`src/rtl/clk_cfg_pkg.sv`:
```
// register map, field layout, reset values and timing counts for the
// clock configuration and protection block
// assumes a 32-bit avalon-mm bus, each register in the low byte of a word
package clk_cfg_pkg;
	// register indices; byte address is four times the index
	localparam logic [7:0] IDX_SYNTH = 8'h04;
	localparam logic [7:0] IDX_REFERENCE_DIVIDER = 8'h05;
	localparam logic [7:0] IDX_POST_DIVIDER = 8'h06;
	localparam logic [7:0] IDX_LOCK_STAT = 8'h07;
	localparam logic [7:0] IDX_LOCK_CTRL = 8'h08;
	localparam logic [7:0] IDX_CLK_SEL = 8'h09;
	localparam logic [7:0] IDX_OSC = 8'h1a;
	localparam logic [7:0] IDX_GUARD = 8'h1b;
	localparam logic [7:0] IDX_TEST = 8'h1c;
	localparam logic [7:0] IDX_VREG = 8'h1d;
	localparam logic [7:0] IDX_OSC2 = 8'h1e;

	// unlock key for the write guard
	localparam logic [7:0] GUARD_KEY = 8'h26;

	// field positions
	localparam int SYN_LSB = 0; // synthesizer_multiplier [5:0]
	localparam int VCO_RANGE_LSB = 6; // vco_range [7:6]
	localparam int REF_LSB = 0; // reference_divider [3:0]
	localparam int REF_RANGE_LSB = 6; // reference_range [7:6]
	localparam int POST_LSB = 0; // post_divider [4:0]
	localparam int LOCK_BIT = 3;
	localparam int LOCK_CHG_BIT = 0;
	localparam int LOCK_IE_BIT = 0;
	localparam int PLL_SEL_BIT = 7;
	localparam int OSC_EN_BIT = 7;
	localparam int EXT_TX_BIT = 1;
	localparam int INT_TX_BIT = 0;
	localparam int OSC_MONITOR_RESET_ENABLE_BIT = 1;
	localparam int OSC_MODE_BIT = 0;

	// reset values
	localparam logic [5:0] SYN_RESET = 6'h18;
	localparam logic [1:0] VCO_RANGE_RESET = 2'h1;
	localparam logic [3:0] REF_RESET = 4'h0;
	localparam logic [1:0] REF_RANGE_RESET = 2'h0;
	localparam logic [4:0] POST_RESET = 5'h03;
	localparam logic [1:0] VREG_RESET = 2'h1;
	localparam logic [7:0] TEST_RESET = 8'h00;

	// timing: clock rate and digital vco model
	localparam int CLK_MHZ = 250;
	localparam int VCO_RESET_MHZ = 50;
	localparam logic [15:0] VCO_PERIOD_RESET = 16'(CLK_MHZ / VCO_RESET_MHZ);
	localparam logic [15:0] VCO_PERIOD_MIN = 16'h0002;
	localparam logic [15:0] VCO_PERIOD_MAX = 16'hfff0;
	// reference lost after this long with no reference tick (4us at 250MHz -> 1000)
	localparam int REF_LOSS_US = 4;
	localparam logic [11:0] REF_LOSS_CYC = 12'(REF_LOSS_US * CLK_MHZ);
	// feedback ticks per reference period when on frequency
	localparam logic [7:0] FB_TARGET = 8'h02;
	// consecutive matching periods before lock sets
	localparam logic [2:0] LOCK_CONFIRM = 3'h4;
	// ratio minus one that the unlocked output divider uses
	localparam logic [4:0] UNLOCKED_DIV_M1 = 5'h03;
	localparam logic [4:0] BUS_DIV_M1 = 5'h01;
endpackage

```
`src/rtl/pll_clock_config_protection.sv`:
```
// clock configuration, write protection and pll model of the clock unit
// assumes avalon-mm master on clk_sys and reference ticks synchronous
// to clk_sys; clocks of the pll are modelled as one-cycle tick pulses
//
// What this block does
// - key 0x26 clears guard, other writes set
// - guard set protects all clock configuration registers
// - test register readable, writable in special mode
// - regulator register write-once unless special mode
// - regulator write needs exactly one enable bit
// - bit1 external transistor, bit0 internal transistor
// - osc2 writes need guard clear, pll selected
// - monitor reset bit frozen while oscillator enabled
// - amplitude mode bit frozen while oscillator enabled
// - reference is rc clock or divided oscillator
// - vco equals two times reference times (multiplier plus one)
// - locked output is vco over (post divider plus one)
// - unlocked output is vco over four
// - bus clock is half the pll output while pll selected
// - lock detector compares feedback against reference
// - read-only lock flag with set/clear tolerance
// - lock flag change raises interrupt when enabled
// - lost reference drops lock, vco runs slow
// - reset defaults give 50 MHz vco, divider three
//
// The Avalon-MM register port was chosen for this implementation.
`timescale 1ns/1ns
`default_nettype none
module pll_clock_config_protection (
	// clock and reset
	input wire logic clk_sys,
	input wire logic reset_n,
	// avalon-mm slave
	input wire logic [9:0] address,
	input wire logic read,
	input wire logic write,
	input wire logic [31:0] writedata,
	input wire logic [3:0] byteenable,
	output logic [31:0] readdata,
	output logic waitrequest,
	// device mode and reference ticks
	input wire logic special_mode,
	input wire logic internal_1mhz_source,
	input wire logic external_osc_clock,
	// clock outputs as tick pulses
	output logic pll_output_clock,
	output logic bus_clock_tick,
	// status and configuration outputs
	output logic lock,
	output logic lock_irq,
	output logic write_guard_bit,
	output logic pll_source_select,
	output logic osc_enable,
	output logic osc_monitor_reset_enable,
	output logic osc_amplitude_mode,
	output logic external_transistor_enable,
	output logic internal_transistor_enable,
	output logic [1:0] reference_range,
	output logic [1:0] vco_range
);
	////////////////////////////////////////////////////////////////
	// bus decode
	logic [7:0] idx, wbyte, test_q, rd_d;
	logic [5:0] syn_q;
	logic [4:0] post_q;
	logic [3:0] reference_divider_q;
	logic wr_fire, lock_chg_q, lock_ie_q, vreg_written_q;

	assign idx = address[9:2];
	assign wbyte = writedata[7:0];
	// a write lands on the edge where waitrequest is seen low
	assign wr_fire = write && !waitrequest && byteenable[0];
	// true when software writes register i this cycle
	function automatic logic hit(input logic [7:0] i);
		hit = wr_fire && (idx == i);
	endfunction
	// guarded registers accept writes only with the guard clear
	function automatic logic guarded_hit(input logic [7:0] i);
		guarded_hit = hit(i) && !write_guard_bit;
	endfunction

	////////////////////////////////////////////////////////////////
	// one wait state, then the answer; unmapped reads return zero
	always_ff @(posedge clk_sys) begin
		if (!reset_n) begin
			waitrequest <= 1'b1;
			readdata <= 32'h0000_0000;
		end else if ((read || write) && waitrequest) begin
			waitrequest <= 1'b0;
			readdata <= {24'h00_0000, rd_d};
		end else begin
			waitrequest <= 1'b1;
		end
	end

	// read mux; no read has a side effect
	always_comb begin
		rd_d = 8'h00;
		case (idx)
			clk_cfg_pkg::IDX_SYNTH: rd_d = {vco_range, syn_q};
			clk_cfg_pkg::IDX_REFERENCE_DIVIDER: rd_d = {reference_range, 2'h0, reference_divider_q};
			clk_cfg_pkg::IDX_POST_DIVIDER: rd_d = {3'h0, post_q};
			clk_cfg_pkg::IDX_LOCK_STAT: rd_d = {4'h0, lock, 2'h0, lock_chg_q};
			clk_cfg_pkg::IDX_LOCK_CTRL: rd_d = {7'h00, lock_ie_q};
			clk_cfg_pkg::IDX_CLK_SEL: rd_d = {pll_source_select, 7'h00};
			clk_cfg_pkg::IDX_OSC: rd_d = {osc_enable, 7'h00};
			clk_cfg_pkg::IDX_GUARD: rd_d = {7'h00, write_guard_bit};
			clk_cfg_pkg::IDX_TEST: rd_d = test_q;
			clk_cfg_pkg::IDX_VREG: begin
				rd_d = {6'h00, external_transistor_enable, internal_transistor_enable};
			end
			clk_cfg_pkg::IDX_OSC2: rd_d = {6'h00, osc_monitor_reset_enable, osc_amplitude_mode};
			default: rd_d = 8'h00;
		endcase
	end

	////////////////////////////////////////////////////////////////
	// write guard: any write locks except the key
	always_ff @(posedge clk_sys) begin
		if (!reset_n) begin
			write_guard_bit <= 1'b0;
		end else if (hit(clk_cfg_pkg::IDX_GUARD)) begin
			write_guard_bit <= (wbyte != clk_cfg_pkg::GUARD_KEY);
		end
	end
	// divider chain settings, all behind the guard
	always_ff @(posedge clk_sys) begin
		if (!reset_n) begin
			syn_q <= clk_cfg_pkg::SYN_RESET;
			vco_range <= clk_cfg_pkg::VCO_RANGE_RESET;
			reference_divider_q <= clk_cfg_pkg::REF_RESET;
			reference_range <= clk_cfg_pkg::REF_RANGE_RESET;
			post_q <= clk_cfg_pkg::POST_RESET;
		end else begin
			if (guarded_hit(clk_cfg_pkg::IDX_SYNTH)) begin
				syn_q <= wbyte[clk_cfg_pkg::SYN_LSB +: 6];
				vco_range <= wbyte[clk_cfg_pkg::VCO_RANGE_LSB +: 2];
			end
			if (guarded_hit(clk_cfg_pkg::IDX_REFERENCE_DIVIDER)) begin
				reference_divider_q <= wbyte[clk_cfg_pkg::REF_LSB +: 4];
				reference_range <= wbyte[clk_cfg_pkg::REF_RANGE_LSB +: 2];
			end
			if (guarded_hit(clk_cfg_pkg::IDX_POST_DIVIDER)) begin
				post_q <= wbyte[clk_cfg_pkg::POST_LSB +: 5];
			end
		end
	end
	// clock select and oscillator enable, also guarded
	always_ff @(posedge clk_sys) begin
		if (!reset_n) begin
			pll_source_select <= 1'b1;
			osc_enable <= 1'b0;
		end else begin
			if (guarded_hit(clk_cfg_pkg::IDX_CLK_SEL)) begin
				pll_source_select <= wbyte[clk_cfg_pkg::PLL_SEL_BIT];
			end
			if (guarded_hit(clk_cfg_pkg::IDX_OSC) && pll_source_select) begin
				osc_enable <= wbyte[clk_cfg_pkg::OSC_EN_BIT];
			end
		end
	end
	// second oscillator register; each bit frozen while osc runs
	always_ff @(posedge clk_sys) begin
		if (!reset_n) begin
			osc_monitor_reset_enable <= 1'b0;
			osc_amplitude_mode <= 1'b0;
		end else if (guarded_hit(clk_cfg_pkg::IDX_OSC2) && pll_source_select) begin
			if (!osc_enable) begin
				osc_monitor_reset_enable <= wbyte[clk_cfg_pkg::OSC_MONITOR_RESET_ENABLE_BIT];
				osc_amplitude_mode <= wbyte[clk_cfg_pkg::OSC_MODE_BIT];
			end
		end
	end
	// factory test register
	always_ff @(posedge clk_sys) begin
		if (!reset_n) begin
			test_q <= clk_cfg_pkg::TEST_RESET;
		end else if (hit(clk_cfg_pkg::IDX_TEST) && special_mode) begin
			test_q <= wbyte;
		end
	end

	////////////////////////////////////////////////////////////////
	// regulator select: write-once in normal mode, one-hot only;
	// a blocked one-hot violation does not use up the single write
	logic vreg_legal;
	assign vreg_legal = wbyte[clk_cfg_pkg::EXT_TX_BIT] ^ wbyte[clk_cfg_pkg::INT_TX_BIT];
	always_ff @(posedge clk_sys) begin
		if (!reset_n) begin
			external_transistor_enable <= clk_cfg_pkg::VREG_RESET[1];
			internal_transistor_enable <= clk_cfg_pkg::VREG_RESET[0];
			vreg_written_q <= 1'b0;
		end else if (hit(clk_cfg_pkg::IDX_VREG) && vreg_legal
				&& (special_mode || !vreg_written_q)) begin
			external_transistor_enable <= wbyte[clk_cfg_pkg::EXT_TX_BIT];
			internal_transistor_enable <= wbyte[clk_cfg_pkg::INT_TX_BIT];
			vreg_written_q <= vreg_written_q | !special_mode;
		end
	end

	////////////////////////////////////////////////////////////////
	// reference selection and divider
	logic osc_ref_tick, ref_tick;
	tick_divider u_ref_div (
		.clk_sys(clk_sys),
		.reset_n(reset_n),
		.tick_in(external_osc_clock),
		.ratio_m1({2'h0, reference_divider_q}),
		.tick_out(osc_ref_tick)
	);
	assign ref_tick = osc_enable ? osc_ref_tick : internal_1mhz_source;

	////////////////////////////////////////////////////////////////
	// digital vco: one tick every vco_period_q cycles is one vco clock
	// period; the loop holds two feedback ticks per reference period
	logic [15:0] vco_period_q, vco_cnt_q, slow_period;
	logic [7:0] fb_cnt_q;
	logic [11:0] ref_age_q;
	logic vco_tick_q, fb_tick, ref_lost;
	// idle period of the free-running vco per range setting
	always_comb begin
		case (vco_range)
			2'h0: slow_period = clk_cfg_pkg::VCO_PERIOD_MAX;
			2'h1: slow_period = 16'h8000;
			2'h2: slow_period = 16'h4000;
			default: slow_period = 16'h2000;
		endcase
	end
	always_ff @(posedge clk_sys) begin
		if (!reset_n) begin
			vco_cnt_q <= 16'h0000;
			vco_tick_q <= 1'b0;
		end else if (vco_cnt_q + 16'h0001 >= vco_period_q) begin
			vco_cnt_q <= 16'h0000;
			vco_tick_q <= 1'b1;
		end else begin
			vco_cnt_q <= vco_cnt_q + 16'h0001;
			vco_tick_q <= 1'b0;
		end
	end
	// feedback clock is vco over the multiplier setting plus one
	tick_divider u_fb_div (
		.clk_sys(clk_sys),
		.reset_n(reset_n),
		.tick_in(vco_tick_q),
		.ratio_m1(syn_q),
		.tick_out(fb_tick)
	);
	// reference watchdog; long silence counts as lost reference
	assign ref_lost = (ref_age_q == clk_cfg_pkg::REF_LOSS_CYC);
	always_ff @(posedge clk_sys) begin
		if (!reset_n) begin
			ref_age_q <= 12'h000;
		end else if (ref_tick) begin
			ref_age_q <= 12'h000;
		end else if (!ref_lost) begin
			ref_age_q <= ref_age_q + 12'h001;
		end
	end
	// loop: per reference period steer vco so feedback hits target
	always_ff @(posedge clk_sys) begin
		if (!reset_n) begin
			vco_period_q <= clk_cfg_pkg::VCO_PERIOD_RESET;
			fb_cnt_q <= 8'h00;
		end else if (ref_lost) begin
			vco_period_q <= slow_period;
			fb_cnt_q <= 8'h00;
		end else if (ref_tick) begin
			fb_cnt_q <= {7'h00, fb_tick};
			if (fb_cnt_q > clk_cfg_pkg::FB_TARGET
					&& vco_period_q < clk_cfg_pkg::VCO_PERIOD_MAX) begin
				vco_period_q <= vco_period_q + 16'h0001;
			end else if (fb_cnt_q < clk_cfg_pkg::FB_TARGET
					&& vco_period_q > clk_cfg_pkg::VCO_PERIOD_MIN) begin
				vco_period_q <= vco_period_q - 16'h0001;
			end
		end else if (fb_tick && fb_cnt_q != 8'hff) begin
			fb_cnt_q <= fb_cnt_q + 8'h01;
		end
	end

	////////////////////////////////////////////////////////////////
	// lock detector: exact match sets after a run, a miss of more
	// than one tick clears; the wider window gives hysteresis
	logic [2:0] match_q;
	logic fb_near;
	assign fb_near = (fb_cnt_q + 8'h01 >= clk_cfg_pkg::FB_TARGET)
		&& (fb_cnt_q <= clk_cfg_pkg::FB_TARGET + 8'h01);
	always_ff @(posedge clk_sys) begin
		if (!reset_n) begin
			lock <= 1'b0;
			match_q <= 3'h0;
		end else if (ref_lost) begin
			lock <= 1'b0;
			match_q <= 3'h0;
		end else if (ref_tick) begin
			if (fb_cnt_q == clk_cfg_pkg::FB_TARGET) begin
				if (match_q + 3'h1 >= clk_cfg_pkg::LOCK_CONFIRM) begin
					lock <= 1'b1;
				end else begin
					match_q <= match_q + 3'h1;
				end
			end else begin
				match_q <= 3'h0;
				if (!fb_near) begin
					lock <= 1'b0;
				end
			end
		end
	end

	////////////////////////////////////////////////////////////////
	// lock change flag, write one to clear; a change wins the clear
	logic lock_prev_q;
	always_ff @(posedge clk_sys) begin
		if (!reset_n) begin
			lock_prev_q <= 1'b0;
			lock_chg_q <= 1'b0;
			lock_ie_q <= 1'b0;
			lock_irq <= 1'b0;
		end else begin
			lock_prev_q <= lock;
			if (lock != lock_prev_q) begin
				lock_chg_q <= 1'b1;
			end else if (hit(clk_cfg_pkg::IDX_LOCK_STAT) && wbyte[clk_cfg_pkg::LOCK_CHG_BIT]) begin
				lock_chg_q <= 1'b0;
			end
			if (hit(clk_cfg_pkg::IDX_LOCK_CTRL)) begin
				lock_ie_q <= wbyte[clk_cfg_pkg::LOCK_IE_BIT];
			end
			lock_irq <= lock_chg_q && lock_ie_q;
		end
	end

	////////////////////////////////////////////////////////////////
	// post divider and bus divider; the vco tick stream is the vco
	// clock itself, so it enters the post divider undivided
	logic [4:0] post_m1;
	logic pll_tick;
	logic bus_tick;
	assign post_m1 = lock ? post_q : clk_cfg_pkg::UNLOCKED_DIV_M1;
	tick_divider u_post_div (
		.clk_sys(clk_sys),
		.reset_n(reset_n),
		.tick_in(vco_tick_q),
		.ratio_m1({1'b0, post_m1}),
		.tick_out(pll_tick)
	);
	tick_divider u_bus_div (
		.clk_sys(clk_sys),
		.reset_n(reset_n),
		.tick_in(pll_tick),
		.ratio_m1({1'b0, clk_cfg_pkg::BUS_DIV_M1}),
		.tick_out(bus_tick)
	);
	// register the clock ticks so outputs leave from flops
	always_ff @(posedge clk_sys) begin
		if (!reset_n) begin
			pll_output_clock <= 1'b0;
			bus_clock_tick <= 1'b0;
		end else begin
			pll_output_clock <= pll_tick;
			bus_clock_tick <= bus_tick && pll_source_select;
		end
	end
endmodule
`default_nettype wire

```
`src/rtl/tick_divider.sv`:
```
// divides a one-cycle enable pulse by a programmable ratio
// assumes tick_in is synchronous to clk and at most one cycle wide
`timescale 1ns/1ns
`default_nettype none
module tick_divider (
	// clock and reset
	input wire logic clk_sys,
	input wire logic reset_n,
	// tick in, ratio minus one, tick out
	input wire logic tick_in,
	input wire logic [5:0] ratio_m1,
	output logic tick_out
);
	logic [5:0] cnt_q;

	////////////////////////////////////////////////////////////////
	// count input ticks; a ratio change applies from the next input tick
	always_ff @(posedge clk_sys) begin
		if (!reset_n) begin
			cnt_q <= 6'h00;
			tick_out <= 1'b0;
		end else begin
			tick_out <= 1'b0;
			if (tick_in) begin
				if (cnt_q >= ratio_m1) begin
					cnt_q <= 6'h00;
					tick_out <= 1'b1;
				end else begin
					cnt_q <= cnt_q + 6'h01;
				end
			end
		end
	end
endmodule
`default_nettype wire
```
`config.mk`:
```
export PLATFORM = sky130hd
export DESIGN_NAME = pll_clock_config_protection
export DESIGN_NICKNAME = d
export VERILOG_FILES = /design/src/rtl/clk_cfg_pkg.sv /design/src/rtl/pll_clock_config_protection.sv /design/src/rtl/tick_divider.sv
export SDC_FILE = /design/constraint.sdc
export NUM_CORES = 1
export LEC_CHECK = 0
export BUFFER_PORTS_ARGS = -buffer_cell sky130_fd_sc_hd__buf_2
export CAP_MARGIN = 20
export CORE_MARGIN = 2
export CORE_UTILIZATION = 53
export DETAILED_ROUTE_END_ITERATION = 7
export GPL_TIMING_DRIVEN = 0
export PLACE_DENSITY = 0.77
export SYNTH_ARGS = -nofsm -noshare
export SYNTH_HDL_FRONTEND = slang
export SYNTH_SLANG_ARGS = --single-unit
```
`constraint.sdc`:
```
create_clock -name clk_sys -period 3.25 [get_ports clk_sys]
set_input_delay 0.4875 -clock clk_sys [delete_from_list [all_inputs] [get_ports clk_sys]]
set_output_delay 0.4875 -clock clk_sys [all_outputs]
set_load 0.02 [all_outputs]
```
## After elaboration in Yosys (flattened, before gate mapping)

Index checks and enable logic that the tools add are counted.

| storage, ports and cells | value |
|---|---|
| memory bits (read-only) | 0 |
| logic and storage cells | 166 |
| latch bits | 0 |
| register bits after elaboration | 135 |
| memories kept | 0 |
| output and inout bits | 48 |
| RAM bits | 0 |
| bits of input ports | 53 |

| cells by class | value |
|---|---|
| bitwise logic cells | 4 |
| equality and inequality tests | 21 |
| divide/modulo/power cells | 0 |
| reduce and logical (&&, ||, !) cells | 54 |
| magnitude comparators | 12 |
| shift-type cells | 0 |
| muxes and demuxes | 27 |
| $mul | 0 |
| $add $sub $neg | 10 |

Operators with widths:

| operator | count |
|---|---|
| 8-bit case mux with 11 select lines | 1 |
| 16-bit two-way mux | 4 |
| 16-bit case mux with 3 select lines | 1 |
| 8-bit by 5-bit equality test with 1-bit output (second input constant) | 5 |
| 16-bit by 1-bit adder with 16-bit output (second input constant) | 2 |
| 8-bit by 3-bit equality test with 1-bit output (second input constant) | 4 |
| 1-bit logical AND | 32 |
| 6-bit by 1-bit adder with 6-bit output (second input constant) | 4 |
| 6-bit two-way mux | 4 |
| 8-bit by 4-bit equality test with 1-bit output (second input constant) | 2 |
| 16-bit >= comparator | 1 |
| 16-bit by 2-bit greater-than comparator with 1-bit output (second input constant) | 1 |
| 16-bit less-than comparator (second input constant) | 1 |
| 16-bit by 1-bit subtractor with 16-bit output (second input constant) | 1 |
| 1-bit two-way mux | 14 |
| 12-bit by 1-bit adder with 12-bit output (second input constant) | 1 |
| 12-bit by 10-bit equality test with 1-bit output (second input constant) | 1 |
| 2-bit AND reduction | 6 |
| 8-bit by 1-bit adder with 8-bit output (second input constant) | 1 |
| 8-bit by 2-bit equality test with 1-bit output (second input constant) | 1 |
| 8-bit by 2-bit >= comparator with 1-bit output (second input constant) | 1 |
| 8-bit by 2-bit greater-than comparator with 1-bit output (second input constant) | 1 |
| 8-bit by 2-bit less-or-equal comparator with 1-bit output (second input constant) | 1 |
| 8-bit by 2-bit less-than comparator with 1-bit output (second input constant) | 1 |
| 26 further kinds | 37 |

## Longest topological paths before layout

Gate-level depths: netlist of run 1.

| logic depth | value |
|---|---|
| depth in word-level cells | 7 |
| gate-level depth with buffers | 13 |
| gate-level depth less buffers | 12 |

## Cells and area by module

From an unflattened synthesis of run 1, not the netlist that was laid out.

| unflattened totals | value |
|---|---|
| cells, all modules | 908 |
| area total of the unflattened synthesis | 8,102.8 sq um |

Modules (own cells, without submodules):

| module | times used | sequential area each (sq um) | cells an instance | area an instance (sq um) |
|---|---|---|---|---|
| pll_clock_config_protection | 1 | 2,142.1 | 716 | 6,256.0 |
| tick_divider | 4 | 140.1 | 48 | 461.7 |

## Worst setup path after synthesis of run 1

No wires, ideal clock.

| timing path | value |
|---|---|
| path kind | flip-flop to flip-flop |
| start point | register fb_cnt_q[2] |
| end point | register vco_period_q[14] |
| stages on the path, launching flop included | 12 |
| library setup time | 0.115 ns |
| setup slack | -0.341 ns |
| arrival | 3.476 ns |
| buffers on the path | 1 |
| period minus slack after synthesis | 3.591 ns |
| cell sequence | dfxtp_1 or3_1 buf_6 or3_4 nand2_1 ha_1 a21o_1 a31o_2 a211oi_1 a31oi_1 or4_1 and3_1 |

| between the ends | value |
|---|---|
| word-level cells in the longest chain between the ends | 5 |
| elaborated cells on any way between the ends | 9 |
| those cells by class | 2 x order compare; 3 x mux; 4 x reduce/logical |

Ends and longest elaborated chain:

| item | RTL line | source |
|---|---|---|
| start: declaration | pll_clock_config_protection.sv:217 | `logic [7:0] fb_cnt_q;` |
| start signal: assignment | pll_clock_config_protection.sv:269 | `fb_cnt_q <= {7'h00, fb_tick};` |
| start signal: assignment | pll_clock_config_protection.sv:278 | `fb_cnt_q <= fb_cnt_q + 8'h01;` |
| 8-bit by 2-bit greater-than comparator with 1-bit output | pll_clock_config_protection.sv:270 | `if (fb_cnt_q > clk_cfg_pkg::FB_TARGET` |
| 1-bit logical AND | pll_clock_config_protection.sv:271 | `&& vco_period_q < clk_cfg_pkg::VCO_PERIOD_MAX) begin` |
| 16-bit two-way mux | pll_clock_config_protection.sv:270 |  |
| 16-bit two-way mux | pll_clock_config_protection.sv:268 | `end else if (ref_tick) begin` |
| 16-bit two-way mux | pll_clock_config_protection.sv:265 | `end else if (ref_lost) begin` |
| end signal: assignment | pll_clock_config_protection.sv:266 | `vco_period_q <= slow_period;` |
| end signal: assignment | pll_clock_config_protection.sv:272 | `vco_period_q <= vco_period_q + 16'h0001;` |
| end signal: assignment | pll_clock_config_protection.sv:275 | `vco_period_q <= vco_period_q - 16'h0001;` |
| end: declaration | pll_clock_config_protection.sv:216 | `logic [15:0] vco_period_q, vco_cnt_q, slow_period;` |

Parallel ways exist; a longest one is shown, timed or not. The select of a mux whose other input is x is not followed.
A chain may end at the register's enable or synchronous reset.

## Worst setup path in the final report of run 1

| timing path | value |
|---|---|
| start point | register vco_period_q[6] |
| end point | register vco_period_q[14] |

| between the ends | value |
|---|---|
| word-level cells in the longest chain between the ends | 5 |
| elaborated cells on any way between the ends | 12 |
| those cells by class | 2 x add/sub; 2 x order compare; 4 x mux; 4 x reduce/logical |

Ends and longest elaborated chain:

| item | RTL line | source |
|---|---|---|
| start signal: assignment | pll_clock_config_protection.sv:263 | `vco_period_q <= clk_cfg_pkg::VCO_PERIOD_RESET;` |
| start signal: assignment | pll_clock_config_protection.sv:266 |  |
| start signal: assignment | pll_clock_config_protection.sv:272 |  |
| 16-bit by 1-bit subtractor with 16-bit output / 16-bit less-than comparator (equally long branches) | pll_clock_config_protection.sv:275, pll_clock_config_protection.sv:271 |  |
| 16-bit two-way mux / 1-bit logical AND (equally long branches) | pll_clock_config_protection.sv:273, pll_clock_config_protection.sv:271 |  |
| 16-bit two-way mux | pll_clock_config_protection.sv:270 |  |
| 16-bit two-way mux | pll_clock_config_protection.sv:268 |  |
| 16-bit two-way mux | pll_clock_config_protection.sv:265 |  |

Parallel ways exist; a longest one is shown, timed or not. The select of a mux whose other input is x is not followed.

==> impl_metrics.tcl, run 1 <==
set metrics [dict create \
    status "finished, violations left" \
    failed_checks "setup timing" \
    max_freq_mhz 302 \
    slew_violations 0 \
    clkSinkCount 135 \
    grt_pass1_vias 6336 \
    core_area_um2 14500 \
    start_util_pct 54.2 \
    yosysTopAreaCell "dfxtp_1" \
    dp_cells 1155 \
    startpoint "vco_period_q[6]" \
    hpwlAfterDp_um 13100 \
    layout_commonest_cell "dfxtp_1" \
    synth.distinct_cells 71 \
    yosysSeqAreaShare_pct 34.4 \
    via_count 6667 \
    powerDensity_nw_per_um2 577 \
    hold_start "read" \
    wl_per_cell_um 15.7 \
    p_leak_uw 0.00396 \
    drcViolationCount 0 \
    drt_wl_total_um 18800 \
    worst_pin_slew_ns 0.773 \
    setup-violations-final 1 \
    regArea_um2 2710 \
    slowest_delay_ns 0.53 \
    die_area_um2 15800 \
    multi_input_area_um2 4890 \
    crit_chain "nand4_1 > or3_1 > nand2_8 > ha_4 > a21o_1 > a31o_4 > a211oi_4 > a31oi_1 > or4_1 > and3_1" \
    fin_skew_ns 0.0119 \
    rsz0062_at_grt "yes" \
    relSlewSlack_pct 47.9 \
    drtIter0Drc 487 \
    grt_antenna_before_repair 0 \
    port_buffers 44 \
    area_growth_pct 18.4 \
    drt_pre_antenna_iters 5 \
    die_w_um 126 \
    grt_usage_pct 23.7 \
    hold_viol 0 \
    io_pins 101 \
    yosysTopAreaCellShare_pct 34.4 \
    synth_ff_type "dfxtp_1" \
    crit_arrival_ns 3.62 \
    final_cells 1200 \
    hp-class "input pin to flop" \
    grt_busiest_layer "met2" \
    cts_buffers 17 \
    gp_congestion 0.881 \
    clk_latency_ns 0.42 \
    htreeDepth 4 \
    grt_pass1_wl_um 30600 \
    nets 1123 \
    yosys_register_bits 135 \
    grtUsageMet1_pct 30.9 \
    fin_util_pct 64.2 \
    dp_slack_ns -0.232 \
    synth-edff-count 0 \
    end_kind "flop" \
    avgViaCountPerCell 5.56 \
    cts.path.max_buffers 2 \
    synthArstFlopShare_pct 0 \
    antenna_cells 0 \
    syn-instance-count 903 \
    drive_above_1_share_pct 15.6 \
    ctsHoldBuffers 0 \
    ant_nets 0 \
    rrSetupSlack_ns -0.06 \
    regToRegStartpoint "vco_period_q[6]" \
    overflow 0 \
    syn_area_per_cell_um2 8.70 \
    min_period_over_period_pct 102 \
    peakVddDrop_v 0.000361 \
    yosysWarnings 0 \
    netlist_area_um2 7850 \
    cp-start-kind "flop" \
    yosys-top-cells-area "dfxtp_1 (34%), ha_1 (11%), mux2i_1 (5.2%)" \
    path_max_fanout 7 \
    path_clk_slew_ns 0.06 \
    gr-usage-met2_pct 39.4 \
    maxCapViolations 0 \
    crit_type "flop to flop" \
    mostFrequentLayoutCells "dfxtp_1 (130), nor2_1 (76), nand2_1 (75)" \
    fin_hold_ws_ns 0.332 \
    setup_tns_ns -0.0601 \
    cts_tree "done" \
    clockRootBuffer "clkbuf_16" \
    setup_slack_ns -0.0601 \
    post-route-min-period_ns 3.31 \
    n_fill_cell 1200 \
    chipHeight_um 126 \
    cp_slowest_cell "or4_1" \
    grtUsageMet3_pct 5.40 \
    grt_max_degree 17 \
    critical_path_required_ns 3.56 \
    num_rows 44 \
]
## timing repair
| item | 4_1_cts | 5_1_grt |
|---|---|---|
| cloned | 0 | 0 |
| hold endpoints to repair | 0 | 0 |
| gates resized for setup | 4 | 31 |
| setup endpoints to repair | 3 | 18 |
| pin swaps | 1 | 10 |
| buffers inserted | 5 | 9 |
## kinds of logic (layout without fill, tap and decap cells)
group / after synthesis / in the layout / synth area share, %
other cells: 1 / 24 / 0.0477
compound gates: 158 / 158 / 13.3
xor+xnor: 59 / 59 / 6.58
fa+ha+maj: 67 / 67 / 10.8
mux: 44 / 44 / 5.80
simple gates: 339 / 339 / 22.8
buf+inv: 100 / 190 / 6.29
flops: 135 / 135 / 34.4
## critical path: cells and delay by family (launching register included)
kind	cells	cell delay [ns]
flops	1	0.49
fa+ha+maj	1	0.23
compound gates	4	0.90
simple gates	5	1.56
## per-layer routing
layer	part of all wire (%)	up-vias
met1	46	3095
met5	0	-
li1	-	3333
met3	5.8	27
met2	47	212
met4	1.4	0
## state kept, by name, summed over array words and instances, names as in the netlist, 6 cells and up
register / flops
u_bus_div.cnt_q: 6
u_post_div.cnt_q: 6
vco_cnt_q: 16
u_fb_div.cnt_q: 6
ref_age_q: 12
readdata: 8
u_ref_div.cnt_q: 6
vco_period_q: 16
syn_q: 6
test_q: 8
fb_cnt_q: 8
## worst paths after layout
| kind | to | cells past startpoint |
|---|---|---|
| setup / recovery | vco_period_q[14] | 10 |
| hold / removal | waitrequest | 2 |
| setup reg to reg | vco_period_q[14] | 10 |
| hold reg to reg | readdata[1] | 2 |
## synthesized netlist by cell type (6+ instances only)
cell / count
a211oi_1: 6
a21boi_0: 6
a21o_1: 16
a21oi_1: 40
a22oi_1: 6
a31oi_1: 8
and2_1: 7
and3_1: 16
buf_4: 25
clkbuf_1: 23
dfxtp_1: 135
ha_1: 66
inv_1: 46
mux2i_1: 41
nand2_1: 76
nand2b_1: 7
nand3_1: 30
nand4_1: 26
nor2_1: 76
nor2b_1: 49
nor3_1: 10
o211ai_1: 8
o21ai_0: 29
o21ai_1: 9
or3_1: 6
xnor2_1: 29
xor2_1: 30
## where the power goes
group          switching (uW)  internal, uW
logic                     755           660
registers                 120          1730
clock network             772          1330
## stage by stage
stage / total power, uW / cell area, um2
final: 5370 / 9300
after global routing: 5600 / 9300
after CTS: 5220 / 9120
after detailed placement: 3070 / 8410
after global placement: 3040 / 8400
after floorplan: 2800 / 7950
## layout make-up
| class | count | share of cell area, % |
|---|---|---|
| multi-input combinational | 691 | 52.5 |
| buffer | 53 | 3.36 |
| clock buffer | 19 | 4.87 |
| sequential | 135 | 29.2 |
| tap | 184 | 2.48 |
| inverter | 46 | 1.86 |
| clock inverter | 13 | 2.09 |
| timing repair buffer | 59 | 3.63 |
Power figures use the tool's default switching activity.
==> inputs of run 2 (changes only) <==
--- a/config.mk
+++ b/config.mk
@@ -5,13 +5,14 @@
 export SDC_FILE = /design/constraint.sdc
 export NUM_CORES = 1
 export LEC_CHECK = 0
+export ABC_CLOCK_PERIOD_IN_PS = 3250
 export BUFFER_PORTS_ARGS = -buffer_cell sky130_fd_sc_hd__buf_2
 export CAP_MARGIN = 20
 export CORE_MARGIN = 2
-export CORE_UTILIZATION = 53
+export CORE_UTILIZATION = 50
 export DETAILED_ROUTE_END_ITERATION = 7
 export GPL_TIMING_DRIVEN = 0
-export PLACE_DENSITY = 0.77
+export PLACE_DENSITY = 0.73
 export SYNTH_ARGS = -nofsm -noshare
 export SYNTH_HDL_FRONTEND = slang
 export SYNTH_SLANG_ARGS = --single-unit
==> run 2 against run 1 <==
The run now ends clean. Combinational power hardly changed. Register-to-register slack better by 0.12 ns. Maximum frequency is 3.9% higher. Routed wire length is 1.2% higher. Clock-buffer cell count stayed put. Non-clock buffer count is 4 higher. Global-route usage is 0.48 points lower. Utilization is 3.0 points lower. Sequential power hardly changed. First-iteration DRC count is 12% higher. Sequential share of layout area is 0.12 points lower. Critical path type unchanged.
==> impl_metrics.tcl, run 2 (same netlist as run 1, synthesis figures left out) <==
set metrics [dict create \
    grt_usage_pct 23.2 \
    fin_skew_ns 0.00645 \
    cp_slowest_cell "or4_1" \
    rrSetupSlack_ns 0.06 \
    critical_path_required_ns 3.58 \
    num_rows 45 \
    crit_type "flop to flop" \
    path_max_fanout 8 \
    crit_top_cell "or3_4" \
    chipHeight_um 129 \
    nets 1127 \
    drive_above_1_share_pct 16.1 \
    worst-path-buf-inv 0 \
    hpwlAfterDp_um 13200 \
    post-route-min-period_ns 3.19 \
    cts.path.max_buffers 2 \
    cts_tree "done" \
    clockRootBuffer "clkbuf_16" \
    setup_tns_ns 0 \
    area_growth_pct 19.0 \
    port_buffers 44 \
    ant_nets 0 \
    crit_family "simple AND/OR/NAND/NOR gates" \
    setup-violations-final 0 \
    drcViolationCount 0 \
    regToRegStartpoint "fb_cnt_q[2]" \
    total_power_uw 5280 \
    hp-class "input pin to flop" \
    dpl_cell_area_um2 8440 \
    wl_per_cell_um 15.5 \
    worst-path-stages 10 \
    slew_violations 0 \
    design_area_um2 9350 \
    setup_slack_ns 0.0629 \
    reg_top3 "vco_cnt_q x16, vco_period_q x16, ref_age_q x12" \
    dp_cells 1182 \
    n_fill_cell 1314 \
    peakVddDrop_v 0.000476 \
    relSlewSlack_pct 37.1 \
    powerDensity_nw_per_um2 565 \
    critPathCapture "vco_period_q[14]" \
    drtIter0Drc 545 \
    p_leak_uw 0.00397 \
    path_clk_slew_ns 0.06 \
    grt_antenna_before_repair 0 \
    ctsHoldBuffers 0 \
    mostFrequentLayoutCells "dfxtp_1 (130), nor2_1 (76), nand2_1 (75)" \
    drt_wl_total_um 19100 \
    antenna_cells 0 \
    gp_congestion 0.917 \
    die_w_um 129 \
    overflow 0 \
    avgViaCountPerCell 5.51 \
    grt_pass1_vias 6273 \
    end_kind "flop" \
    drt_pre_antenna_iters 5 \
    io_pins 101 \
    start_util_pct 51.5 \
    crit_chain "or3_4 > or3_4 > nand2_8 > ha_4 > a21o_1 > a31o_4 > a211oi_4 > a31oi_2 > or4_1 > and3_1" \
    status "completed" \
    clk_latency_ns 0.43 \
    worst_pin_slew_ns 0.933 \
    core_area_um2 15300 \
    hold_viol 0 \
    via_count 6785 \
    crit_arrival_ns 3.51 \
    cp-start-kind "flop" \
    dp_slack_ns -0.216 \
    min_period_over_period_pct 98.1 \
    grt_max_degree 17 \
    slowest_delay_ns 0.51 \
    clkSinkCount 135 \
    die_area_um2 16700 \
    maxCapViolations 0 \
    max_freq_mhz 314 \
    final_cells 1231 \
    htreeDepth 4 \
    grt_pass1_wl_um 30800 \
    r2r-end "vco_period_q[14]" \
    r2r_cells 10 \
    layout_commonest_cell "dfxtp_1" \
    rsz0062_at_grt "yes" \
    cts_buffers 17 \
    startpoint "fb_cnt_q[2]" \
]
## run 2: cell count changes in the layout (fill, tap and decap cells not counted), sizes merged
| cell | delta |
|---|---|
| clkinv | -3 |
| bufinv | -1 |
| inv | +1 |
| buf | +5 |
| clkbuf | -1 |
| clkinvlp | +3 |
## run 2: power breakdown
group	switching (uW)	internal, uW	total [uW]
clock network	781	1250	2030
registers	124	1730	1850
logic	735	654	1390
## run 2: worst min-delay path by stage
| stage | startpoint | to | slack [ns] | cells past startpoint |
|---|---|---|---|---|
| 2_1_floorplan | vco_cnt_q[0] | vco_cnt_q[0] | 0.44 | 1 |
| 4_1_cts | read | waitrequest | 0.31 | 2 |
| 6_report | read | waitrequest | 0.31 | 2 |
| 3_3_place_gp | readdata[6] | readdata[6] | 0.44 | 2 |
| 3_5_place_dp | readdata[7] | readdata[7] | 0.44 | 2 |
| 5_1_grt | read | waitrequest | 0.31 | 2 |
## run 2: cell type report
cell class / count / area (um2) / area share, %
clock buffers: 19 / 453 / 4.85
inverters: 46 / 173 / 1.85
clock inverters: 13 / 169 / 1.81
flip-flops and latches: 135 / 2720 / 29.1
plain buffers: 53 / 315 / 3.37
well taps: 211 / 264 / 2.82
repair buffers: 63 / 364 / 3.90
multi-input cells: 691 / 4890 / 52.3
## run 2: routing by layer
metal / GRT usage (%) / wire length [um] / part of all wire, % / vias to the layer above
met3: 5.37 / 1040 / 5.4 / 30
met2: 36.6 / 8730 / 46 / 184
met5: 0 / 0 / 0 / -
met1: 31.4 / 8970 / 47 / 3238
li1: - / - / - / 3333
met4: 7.93 / 334 / 1.8 / 0
## run 2: stage by stage
stage                     utilization (%)  hold slack [ns]
final                                61.3            0.308
after global routing                 61.3            0.308
after CTS                            59.9            0.306
after detailed placement             55.3            0.439
after global placement               55.3            0.436
after floorplan                         -            0.440
## run 2: timing repair
action,4_1_cts,5_1_grt
gates resized for setup,7,32
pin swaps,3,12
setup endpoints to repair,4,15
setup buffers,6,12
gates cloned,0,0
==> inputs of run 3 (changes only) <==
--- a/config.mk
+++ b/config.mk
@@ -5,14 +5,14 @@
 export SDC_FILE = /design/constraint.sdc
 export NUM_CORES = 1
 export LEC_CHECK = 0
-export ABC_CLOCK_PERIOD_IN_PS = 3250
+export ABC_CLOCK_PERIOD_IN_PS = 4120
 export BUFFER_PORTS_ARGS = -buffer_cell sky130_fd_sc_hd__buf_2
 export CAP_MARGIN = 20
 export CORE_MARGIN = 2
 export CORE_UTILIZATION = 50
 export DETAILED_ROUTE_END_ITERATION = 7
 export GPL_TIMING_DRIVEN = 0
-export PLACE_DENSITY = 0.73
+export PLACE_DENSITY = 0.71
 export SYNTH_ARGS = -nofsm -noshare
 export SYNTH_HDL_FRONTEND = slang
 export SYNTH_SLANG_ARGS = --single-unit
==> constraint.sdc (replaced) <==
create_clock -name clk_sys -period 4.12 [get_ports clk_sys]
set_input_delay 0.618 -clock clk_sys [delete_from_list [all_inputs] [get_ports clk_sys]]
set_output_delay 0.618 -clock clk_sys [all_outputs]
set_load 0.02 [all_outputs]
==> run 3 against run 2 <==
Non-clock buffer count shrank 17. Cell area fell by 3.3%. Sequential share of layout area is 0.84 points higher. Worst setup slack improved by 0.26 ns. Clock power decreased by 24%. Maximum frequency is 16% lower. First-iteration DRC count decreased by 27%. Register-to-register slack improved by 0.26 ns. Clock-buffer cell count decreased by 2. Critical endpoint unchanged. Largest power group unchanged.
==> impl_metrics.tcl, run 3 (same netlist as run 1, synthesis figures left out) <==
set metrics [dict create \
    io_pins 101 \
    setup_tns_ns 0 \
    wl_per_cell_um 14.7 \
    setup-violations-final 0 \
    worst-path-buf-inv 1 \
    avgViaCountPerCell 5.32 \
    met3_length_um 915 \
    num_rows 45 \
    dp_cells 1182 \
    r2r-end "vco_period_q[14]" \
    p_leak_uw 0.00386 \
    grt_max_degree 19 \
    grt_antenna_before_repair 0 \
    htreeDepth 4 \
    cp_slowest_cell "a211oi_1" \
    critPathCapture "vco_period_q[14]" \
    layout_commonest_cell "dfxtp_1" \
    overflow 0 \
    crit_chain "or3_1 > buf_6 > or3_4 > nand2_2 > ha_1 > a21o_1 > a31o_2 > a211oi_1 > a31oi_1 > or4_1 > and3_1" \
    powerDensity_nw_per_um2 436 \
    reg_top3 "vco_cnt_q x16, vco_period_q x16, ref_age_q x12" \
    rsz0062_at_grt "no" \
    worst-path-stages 11 \
    cts.path.max_buffers 2 \
    peakVddDrop_v 0.000284 \
    grt_pass1_wl_um 29200 \
    area_growth_pct 15.1 \
    nets 1110 \
    highest_layer "met4" \
    clkSinkCount 135 \
    relSlewSlack_pct 38.7 \
    mostFrequentLayoutCells "dfxtp_1 (135), nor2_1 (76), nand2_1 (75)" \
    die_w_um 129 \
    antenna_cells 0 \
    r2r_cells 11 \
    grt_pass1_vias 5983 \
    grt_usage_pct 22.0 \
    chipHeight_um 129 \
    port_buffers 44 \
    drcViolationCount 0 \
    clockRootBuffer "clkbuf_16" \
    cts_buffers 17 \
    critical_path_required_ns 4.45 \
    final_cells 1214 \
    drtIter0Drc 400 \
    path_clk_slew_ns 0.07 \
    met1_length_um 8610 \
    slew_violations 0 \
    start_util_pct 51.5 \
    post_cts_buffers 0 \
    status "completed" \
    rrSetupSlack_ns 0.32 \
    ant_nets 0 \
    regToRegStartpoint "fb_cnt_q[2]" \
    hold_viol 0 \
    via_count 6456 \
    hpwlAfterDp_um 13100 \
    drt_wl_total_um 17900 \
    hp-class "input pin to flop" \
    drive_above_1_share_pct 12.3 \
    clk_latency_ns 0.43 \
    fin_skew_ns 0.00807 \
    cp-start-kind "flop" \
    total_power_uw 3940 \
    crit_arrival_ns 4.13 \
    die_area_um2 16700 \
    cts_tree "done" \
    drt_pre_antenna_iters 5 \
    startpoint "fb_cnt_q[2]" \
    dr_wl_met2_um 8120 \
    post-route-min-period_ns 3.80 \
    slowest_delay_ns 0.49 \
    max_freq_mhz 263 \
    crit_family "simple AND/OR/NAND/NOR gates" \
    end_kind "flop" \
    core_area_um2 15300 \
    min_period_over_period_pct 92.2 \
    maxCapViolations 0 \
    gp_congestion 0.850 \
    fin_hold_ws_ns 0.421 \
    path_max_fanout 18 \
    worst_pin_slew_ns 0.910 \
    crit_type "flop to flop" \
]
==> run 3: cell count changes in the layout (fill, tap and decap cells not counted), moves of 3 or more <==
cell | previous run | this run
ha_1 | 59 | 66
or3_1 | 3 | 6
dfxtp_1 | 130 | 135
ha_4 | 5 | 0
inv_6 | 3 | 6
buf_4 | 43 | 25
inv_8 | 0 | 3
clkinvlp_4 | 4 | 1
or3_4 | 4 | 1
dfxtp_4 | 3 | 0
clkinv_8 | 0 | 3
==> run 3: layout make-up <==
| class | instances | area, um2 |
|---|---|---|
| fill | 1345 | 6220 |
| clock inverter | 15 | 181 |
| sequential | 135 | 2700 |
| inverter | 46 | 173 |
| clock buffer | 17 | 425 |
| timing repair buffer | 45 | 225 |
| multi-input combinational | 691 | 4750 |
| tap | 211 | 264 |
| buffer | 54 | 322 |
==> run 3: metrics by stage <==
stage / instance area [um2] / util [%] / worst slack [ns]
3_3_place_gp: 8420 / 55.2 / 0.117
4_1_cts: 9040 / 59.2 / 0.0998
3_5_place_dp: 8430 / 55.2 / 0.124
2_1_floorplan: 7940 / - / 0.529
5_1_grt: 9040 / 59.2 / 0.103
6_report: 9040 / 59.2 / 0.322
==> run 3: repair_timing <==
item	in CTS	in global routing
endpoints found under the setup margin	0	2
hold buffers	0	0
gates resized for setup	0	1
endpoints found under the hold margin	0	0
==> run 3: metal layers <==
metal	up-vias	track usage [%]
met4	0	6.71
met2	141	35.3
met1	2989	29.7
li1	3306	-
met5	-	0
met3	20	4.95
==> run 3: worst min-delay path by stage <==
stage	from	end	cells past startpoint
final	read	waitrequest	2
after floorplan	vco_cnt_q[0]	vco_cnt_q[0]	1
after global routing	read	waitrequest	2
after CTS	read	waitrequest	2
after global placement	readdata[3]	readdata[3]	2
after detailed placement	readdata[2]	readdata[2]	2
==> run 3: report_power, final <==
part / switching (uW) / internal [uW]
clock: 677 / 869
combinational: 518 / 423
sequential: 86.7 / 1360
